File: src/hdl/fpfs_pkg.sv
package fpfs_pkg;
    // =====================================================
    // clock and pwm timebase
    localparam int CLK_HZ = 20_000_000;
    localparam int PWM_FREQ_HZ = 30;
    localparam int PWM_PERIOD_CLKS = CLK_HZ / PWM_FREQ_HZ;
    localparam int DUTY_W = 8;
    localparam int PWM_STEPS = 256;
    localparam logic [7:0] DUTY_FULL = 8'hFF;
    localparam logic [7:0] BLANK_STEPS = 8'h02;
    // =====================================================
    // sequencer interval lengths in pwm periods
    localparam logic [5:0] MISS_PERIODS = 6'h20;
    localparam logic [5:0] START_PERIODS = 6'h20;
    localparam logic [5:0] DIAG_PERIODS = 6'h03;
    // =====================================================
    // apb register map
    localparam logic [7:0] ADDR_CMD = 8'h00;
    localparam logic [7:0] ADDR_STATUS = 8'h04;
    localparam logic [7:0] CMD_RESET = 8'h00;
    // =====================================================
    // sequencer states, gray along the usual path
    typedef enum logic [2:0] {
        ST_SHDN = 3'h0,
        ST_START = 3'h1,
        ST_NORMAL = 3'h3,
        ST_DIAG = 3'h2,
        ST_RETRY = 3'h6,
        ST_FAULT = 3'h7
    } fpfs_state_t;
    // duty commands written by software
    typedef struct packed {
        logic [7:0] min_speed_shutdown_in;
        logic [7:0] temp_command_in;
    } fpfs_cmd_t;
endpackage

File: src/hdl/fpfs_timebase.sv
`timescale 1ns/1ps
module fpfs_timebase
    import fpfs_pkg::*;
#(
    parameter int PERIOD_CLKS = PWM_PERIOD_CLKS
) (
    // clock and reset
    input wire logic clk_i,
    input wire logic reset_n_i,
    // timebase outputs
    output logic step_o,
    output logic period_o,
    output logic [DUTY_W-1:0] phase_o
);
    localparam int STEP_CLKS = (PERIOD_CLKS / PWM_STEPS > 0) ? PERIOD_CLKS / PWM_STEPS : 1;
    localparam logic [23:0] STEP_LAST = 24'(STEP_CLKS - 1);

    logic [23:0] div_r;

    // divider makes one step enable per duty step
    always_ff @(posedge clk_i or negedge reset_n_i) begin
        if (!reset_n_i) begin
            div_r <= '0;
            step_o <= 1'b0;
        end else if (div_r == STEP_LAST) begin
            div_r <= '0;
            step_o <= 1'b1;
        end else begin
            div_r <= div_r + 24'h000001;
            step_o <= 1'b0;
        end
    end

    // phase counter, period pulse on wrap
    always_ff @(posedge clk_i or negedge reset_n_i) begin
        if (!reset_n_i) begin
            phase_o <= '0;
            period_o <= 1'b0;
        end else begin
            period_o <= step_o && (phase_o == DUTY_FULL);
            if (step_o) begin
                phase_o <= phase_o + 8'h01;
            end
        end
    end
endmodule

File: src/hdl/fpfs_top.sv
// Functional notes
// RULE1 - 32 pulseless periods give missing-pulse timeout
// RULE2 - start holds drive on 32 periods
// RULE3 - start interval after reset and shutdown exit
// RULE4 - timeout runs 3-period diagnostic then restart
// RULE5 - no pulse in both intervals means fault
// RULE6 - fault latches until shutdown or reset
// RULE7 - fault output is active low open drain
// RULE8 - full duty pulls fault, fan keeps running
// RULE9 - shutdown suspends all until release level
// RULE10 - shutdown fully resets sequencer and fault
// RULE11 - fault output released while in shutdown
// RULE12 - drive off in shutdown regardless of command
// RULE13 - all intervals counted in pwm periods; blanking window counted in duty steps
// RULE14 - temperature command maps linearly onto duty
// RULE15 - minimum speed command sets duty floor
// RULE16 - drive output active high turns switch on
// RULE17 - system may tie fault back to shutdown
// RULE18 - fan pulse restarts missing-pulse count
// RULE19 - pulses right after drive turn-on blanked
// RULE20 - duty follows larger of both commands
// RULE21 - failed first start retries start once
// RULE22 - comparators arrive as digital inputs
// RULE23 - pulse in start or diagnostic resumes normal
//
// The register offsets and the APB interface to the registers were left to the implementer.
`timescale 1ns/1ps
module fpfs_top
    import fpfs_pkg::*;
#(
    parameter int PERIOD_CLKS = PWM_PERIOD_CLKS
) (
    // clock and reset
    input wire logic CLK_SYS_I,
    input wire logic RESET_N_I,
    // apb slave
    input wire logic PSEL_I,
    input wire logic PENABLE_I,
    input wire logic PWRITE_I,
    input wire logic [7:0] PADDR_I,
    input wire logic [31:0] PWDATA_I,
    output logic [31:0] PRDATA_O,
    output logic PREADY_O,
    output logic PSLVERR_O,
    // comparator and sense inputs
    input wire logic SHUTDOWN_LEVEL_I,
    input wire logic RELEASE_LEVEL_I,
    input wire logic FAN_PULSE_I,
    // fan drive and open-drain fault
    output logic FAN_DRIVE_OUT_O,
    output logic FAULT_N_O,
    output logic FAULT_OE_O
);
    // =====================================================
    // signals
    fpfs_state_t state_r, state_nxt;
    fpfs_cmd_t cmd_r;
    logic [5:0] cnt_r;
    logic [7:0] duty_r;
    logic [7:0] blank_r;
    logic [1:0] shdn_sync_r, rel_sync_r;
    logic [2:0] pulse_sync_r;
    logic shdn_lvl, rel_lvl, fan_edge, pulse_ok;
    logic step, period;
    logic [7:0] phase;
    logic drive_nxt, full_duty;

    // =====================================================
    // pwm timebase
    fpfs_timebase #(
        .PERIOD_CLKS(PERIOD_CLKS)
    ) u_timebase (
        .clk_i(CLK_SYS_I),
        .reset_n_i(RESET_N_I),
        .step_o(step),
        .period_o(period),
        .phase_o(phase)
    );

    // =====================================================
    // input synchronisers, third stage only for the edge
    always_ff @(posedge CLK_SYS_I or negedge RESET_N_I) begin
        if (!RESET_N_I) begin
            shdn_sync_r <= '0;
            rel_sync_r <= '0;
            pulse_sync_r <= '0;
        end else begin
            shdn_sync_r <= {shdn_sync_r[0], SHUTDOWN_LEVEL_I}; // RULE22
            rel_sync_r <= {rel_sync_r[0], RELEASE_LEVEL_I}; // RULE22
            pulse_sync_r <= {pulse_sync_r[1:0], FAN_PULSE_I}; // RULE22
        end
    end

    assign shdn_lvl = shdn_sync_r[1];
    assign rel_lvl = rel_sync_r[1];
    assign fan_edge = pulse_sync_r[1] && !pulse_sync_r[2];
    // pulses inside the blanking window are switching noise
    assign pulse_ok = fan_edge && (blank_r == 8'h00); // RULE19

    // =====================================================
    // blanking window after the drive turns on
    always_ff @(posedge CLK_SYS_I or negedge RESET_N_I) begin
        if (!RESET_N_I) begin
            blank_r <= 8'h00;
        end else if (drive_nxt && !FAN_DRIVE_OUT_O) begin
            blank_r <= BLANK_STEPS; // RULE19
        end else if (step && blank_r != 8'h00) begin
            blank_r <= blank_r - 8'h01;
        end
    end

    // =====================================================
    // duty latched once per pwm period from larger command
    always_ff @(posedge CLK_SYS_I or negedge RESET_N_I) begin
        if (!RESET_N_I) begin
            duty_r <= 8'h00;
        end else if (period) begin
            if (cmd_r.temp_command_in > cmd_r.min_speed_shutdown_in) begin
                duty_r <= cmd_r.temp_command_in; // RULE20 RULE14
            end else begin
                duty_r <= cmd_r.min_speed_shutdown_in; // RULE15
            end
        end
    end

    assign full_duty = (duty_r == DUTY_FULL);

    // =====================================================
    // sequencer next state
    always_comb begin
        state_nxt = state_r;
        case (state_r)
            ST_SHDN: begin
                if (rel_lvl && !shdn_lvl) begin
                    state_nxt = ST_START; // RULE3 RULE9
                end
            end
            ST_START: begin
                if (pulse_ok) begin
                    state_nxt = ST_NORMAL; // RULE23
                end else if (period && cnt_r == START_PERIODS - 6'h01) begin
                    state_nxt = ST_RETRY; // RULE21
                end
            end
            ST_NORMAL: begin
                if (!pulse_ok && period && cnt_r == MISS_PERIODS - 6'h01) begin
                    state_nxt = ST_DIAG; // RULE1
                end
            end
            ST_DIAG: begin
                if (pulse_ok) begin
                    state_nxt = ST_NORMAL; // RULE23
                end else if (period && cnt_r == DIAG_PERIODS - 6'h01) begin
                    state_nxt = ST_RETRY; // RULE4
                end
            end
            ST_RETRY: begin
                if (pulse_ok) begin
                    state_nxt = ST_NORMAL; // RULE23
                end else if (period && cnt_r == START_PERIODS - 6'h01) begin
                    state_nxt = ST_FAULT; // RULE5
                end
            end
            ST_FAULT: begin
                state_nxt = ST_FAULT; // RULE6
            end
            default: begin
                state_nxt = ST_SHDN;
            end
        endcase
        // shutdown level overrides everything
        if (shdn_lvl) begin
            state_nxt = ST_SHDN; // RULE10 RULE9
        end
    end

    // sequencer state register
    always_ff @(posedge CLK_SYS_I or negedge RESET_N_I) begin
        if (!RESET_N_I) begin
            state_r <= ST_SHDN;
        end else begin
            state_r <= state_nxt;
        end
    end

    // period counter, cleared on entry and on each fan pulse
    always_ff @(posedge CLK_SYS_I or negedge RESET_N_I) begin
        if (!RESET_N_I) begin
            cnt_r <= 6'h00;
        end else if (state_nxt != state_r || state_r == ST_SHDN) begin
            cnt_r <= 6'h00; // RULE10
        end else if (pulse_ok) begin
            cnt_r <= 6'h00; // RULE18
        end else if (period && state_r != ST_FAULT) begin
            cnt_r <= cnt_r + 6'h01; // RULE13
        end
    end

    // =====================================================
    // drive and fault outputs
    // decoded from the next state so the pins move with the state register
    always_comb begin
        case (state_nxt)
            ST_START, ST_DIAG, ST_RETRY: drive_nxt = 1'b1; // RULE2
            ST_NORMAL: drive_nxt = full_duty || (phase < duty_r); // RULE14
            default: drive_nxt = 1'b0; // RULE12 RULE5
        endcase
    end

    always_ff @(posedge CLK_SYS_I or negedge RESET_N_I) begin
        if (!RESET_N_I) begin
            FAN_DRIVE_OUT_O <= 1'b0;
            FAULT_OE_O <= 1'b0;
        end else begin
            FAN_DRIVE_OUT_O <= drive_nxt; // RULE16
            // pull low on latched fault or full duty, never in shutdown
            FAULT_OE_O <= (state_nxt == ST_FAULT)
                || (state_nxt != ST_SHDN && full_duty); // RULE7 RULE8 RULE11
        end
    end

    // the open-drain pin only ever pulls low
    always_ff @(posedge CLK_SYS_I or negedge RESET_N_I) begin
        if (!RESET_N_I) begin
            FAULT_N_O <= 1'b0;
        end else begin
            FAULT_N_O <= 1'b0; // RULE7
        end
    end

    // =====================================================
    // apb slave, zero wait state
    always_ff @(posedge CLK_SYS_I or negedge RESET_N_I) begin
        if (!RESET_N_I) begin
            cmd_r <= '0;
        end else if (PSEL_I && PENABLE_I && PWRITE_I && PADDR_I == ADDR_CMD) begin
            cmd_r <= fpfs_cmd_t'(PWDATA_I[15:0]);
        end
    end

    // read data and answer prepared in the setup cycle
    always_ff @(posedge CLK_SYS_I or negedge RESET_N_I) begin
        if (!RESET_N_I) begin
            PRDATA_O <= 32'h00000000;
            PREADY_O <= 1'b0;
            PSLVERR_O <= 1'b0;
        end else begin
            PREADY_O <= PSEL_I && !PENABLE_I;
            PSLVERR_O <= PSEL_I && !PENABLE_I
                && PADDR_I != ADDR_CMD && PADDR_I != ADDR_STATUS;
            PRDATA_O <= 32'h00000000;
            if (PSEL_I && !PENABLE_I && !PWRITE_I) begin
                if (PADDR_I == ADDR_CMD) begin
                    PRDATA_O <= {16'h0000, cmd_r};
                end else if (PADDR_I == ADDR_STATUS) begin
                    PRDATA_O <= {8'h00, duty_r, 2'h0, cnt_r, 3'h0,
                        FAULT_OE_O, FAN_DRIVE_OUT_O, state_r};
                end
            end
        end
    end
endmodule

File: config.mk
export PLATFORM = sky130hd
export DESIGN_NAME = fpfs_top
export DESIGN_NICKNAME = d
export VERILOG_FILES = /design/src/hdl/fpfs_pkg.sv /design/src/hdl/fpfs_timebase.sv /design/src/hdl/fpfs_top.sv
export SDC_FILE = /design/constraint.sdc
export NUM_CORES = 1
export LEC_CHECK = 0
export BUFFER_PORTS_ARGS = -buffer_cell sky130_fd_sc_hd__buf_4
export CAP_MARGIN = 20
export CORE_MARGIN = 1
export CORE_UTILIZATION = 30
export CTS_CLUSTER_DIAMETER = 120
export DETAILED_ROUTE_END_ITERATION = 10
export GPL_ROUTABILITY_DRIVEN = 0
export PLACE_DENSITY = 0.48
export REMOVE_ABC_BUFFERS = 1
export SETUP_SLACK_MARGIN = 0.4
export SYNTH_ARGS = -nofsm -noshare
export SYNTH_HDL_FRONTEND = slang
export SYNTH_HIERARCHICAL = 1
export SYNTH_SLANG_ARGS = --single-unit
File: constraint.sdc
create_clock -name CLK_SYS_I -period 4.6 [get_ports CLK_SYS_I]
set_clock_uncertainty 0.15 [all_clocks]
set_input_delay 0.46 -clock CLK_SYS_I [delete_from_list [all_inputs] [get_ports CLK_SYS_I]]
set_output_delay 0.46 -clock CLK_SYS_I [all_outputs]
set_load 0.005 [all_outputs]
==> flow_summary.json <==
{
  "power.leakage_nw": 2.99,
  "core_area_mm2": 0.0173,
  "dp_hpwl_um": 8450,
  "yosysTopAreaCell": "dfrtp_1",
  "worst_setup_path_start_kind": "input pin",
  "antenna_found_initial": 0,
  "netlist_instances": 491,
  "max_slew.worst_pin.slew_ns": 0.700,
  "synth-edff-count": 0,
  "dr.pass1.iters": 4,
  "grt_first_pass_wirelength_um": 18900,
  "post_cts_buffers": 0,
  "wl_met2_um": 5570,
  "port_buffers": 59,
  "top_layer": "met4",
  "drt-met1-wl_um": 5420,
  "dp_cells": 761,
  "wl_um": 11600,
  "overflow": 0,
  "post_drt_wl_per_cell_um": 14.9,
  "fin_util_pct": 36.4,
  "nNetsFinal": 618,
  "ctsResizeCount": 0,
  "grt_pass1_vias": 3741,
  "via_per_inst": 4.72,
  "rsz0062_at_grt": "no",
  "crit_arrival_ns": 3.00,
  "stdcell_count": 779,
  "syn_area_mm2": 0.00531,
  "min_period_ns": 2.92,
  "crit_required_ns": 4.68,
  "drtIter0Drc": 107,
  "synth-main-ff-cell": "dfrtp_1",
  "synth_area_leaders": "dfrtp_1 52%, ha_1 5.0%, xnor2_1 4.3%",
  "grt_max_degree": 80,
  "drv_cap": 0,
  "hp-class": "in -> reg",
  "peakVddDrop_mv": 0.214,
  "setup-violations-final": 0,
  "grtUsageTotal_pct": 13.5,
  "finalWorstSetupSlack_ns": 1.68,
  "maxSlewViolCount": 0,
  "synth_top_area_share_pct": 51.9,
  "cts_root_buf": "clkbuf_16",
  "antennaDiodeCount": 0,
  "initial_utilization_pct": 30.7,
  "cts_max_level": 3,
  "cts_buffers": 9,
  "dieArea_mm2": 0.0182,
  "ys_seq_area_share_pct": 51.9,
  "relSlewSlack_pct": 53.3,
  "rows": 48,
  "critPathMaxFanout": 17,
  "clk_latency_ns": 0.35,
  "drcViolationCount": 0,
  "syn-mean-instance-area_um2": 10.8,
  "clk_pin_slew_ns": 0.07,
  "pre_cts_ws_ns": 1.31,
  "tritoncts": "built",
  "async_reset_ff_share_pct": 100,
  "dr_wl_met3_um": 466,
  "worstSetupPathType": "in -> reg",
  "fp.dieH_um": 135,
  "timing.setup.tns_ns": 0,
  "io_pins": 85,
  "status": "finished, final reports clean",
  "cts_sinks": 110,
  "endpoint_kind": "flip-flop",
  "area_delta_synth_final_pct": 18.5,
  "clockBufferDepth": 2,
  "place_area_mm2": 0.00594,
  "die-width_um": 135,
  "vias": 3677,
  "synth_cell_type_count": 63,
  "yosysMostFrequentCell": "dfrtp_1",
  "fillCellCount": 1718,
  "fin_crit_sh_pct": 63.5,
  "powerDensity_mw_per_mm2": 303,
  "synth_seq_cells": 110,
  "final_cell_area_mm2": 0.00629,
  "yosys_warnings": 6,
  "final_antenna_net_count": 0,
  "fmax_mhz": 342,
  "drive_above_1_share_pct": 18.1,
  "finalHoldViolCount": 0,
  "ys_top_cells_by_count": "110 x dfrtp_1, 41 x nand2_1, 41 x nor2_1"
}
==> worst max-delay path, cell delays in order <==
cell,delay [ns]
buf_4,0.11
or4_4,0.54
nor4_4,0.18
and2b_2,0.42
and4_1,0.68
buf_4,0.28
mux2_1,0.34
==> layer usage <==
metal / vias up / global-route usage, %
met5: - / 0
met4: 0 / 4.56
met3: 9 / 3.38
met2: 56 / 21.9
met1: 1795 / 17.5
li1: 1817 / -
==> final cells by class <==
cell class	count	area, µm²	share of cell area, %
inverters	29	109	1.73
clock buffers	11	233	3.70
flip-flops and latches	110	2750	43.8
well taps	225	282	4.48
multi-input cells	335	2330	37.0
clock inverters	5	82.6	1.31
repair buffers	64	503	8.00
==> report_power, final <==
group	switching, mW	internal [mW]	total, mW
combinational	0.0484	0.0370	0.0854
clock	0.355	0.480	0.836
sequential	0.00942	0.975	0.985
==> per-stage QoR <==
stage	power, mW	hold WS [ns]
after floorplan	1.03	0.0144
after global placement	1.09	0.187
after detailed placement	1.09	0.189
after CTS	1.93	0.0480
after global routing	1.98	0.0455
final	1.91	0.0644
==> flip-flops by register name (all words and copies together) (netlist names), 6 cells and up <==
register and cells:
cmd_r 16, duty_r 8, cnt_r 6, u_timebase/phase_o 8
blank_r 8, u_timebase/div_r 24, PRDATA_O 24
==> cell families (layout without fill, tap and decap cells) <==
group | after synthesis | count (layout) | synth area share (%)
mux | 10 | 10 | 2.10
buf+inv | 54 | 109 | 4.81
other cells | 1 | 9 | 0.0707
compound gates | 66 | 66 | 8.44
fa+ha+maj | 21 | 21 | 4.95
simple gates | 189 | 189 | 21.0
flops | 110 | 110 | 51.9
xor+xnor | 40 | 40 | 6.75
==> final timing paths <==
| check | startpoint | to | slack, ns | depth (start not counted) |
|---|---|---|---|---|
| hold reg to reg | rel_sync_r[0]$_DFF_PN0_ | rel_sync_r[1]$_DFF_PN0_ | 0.20 | 0 |
| hold / removal | FAN_PULSE_I | pulse_sync_r[0]$_DFF_PN0_ | 0.06 | 1 |
| min in group asynchronous | RESET_N_I | blank_r[4]$_DFFE_PN0P_ | 0.32 | 2 |
| max in group asynchronous | RESET_N_I | u_timebase/div_r[21]$_DFF_PN0_ | 3.35 | 3 |
| setup reg to reg | blank_r[0]$_DFFE_PN0P_ | blank_r[1]$_DFFE_PN0P_ | 2.09 | 8 |
| setup / recovery | PADDR_I[5] | cmd_r[3]$_DFFE_PN0P_ | 1.68 | 7 |
==> cell usage in the layout, fill, tap and decap left out, types with 6 or more instances in the layout <==
master,n
conb_1,9
o21ai_1,9
nor3_1,9
and3_1,18
nand2_1,41
a22oi_1,11
xor2_1,13
buf_4,62
nor2_1,41
clkbuf_16,9
xnor2_1,26
nand3_1,18
inv_1,29
nand2b_1,6
ha_1,21
dfrtp_1,110
nand4_1,15
a21oi_1,13
o221ai_1,9
mux2_1,8
==> repair_timing <==
action / in CTS / in global routing
hold buffers: 0 / 1
hold endpoints to repair: 0 / 6
endpoints found under the setup margin: 0 / 0
No activity file was read; power rests on OpenSTA's default activity.
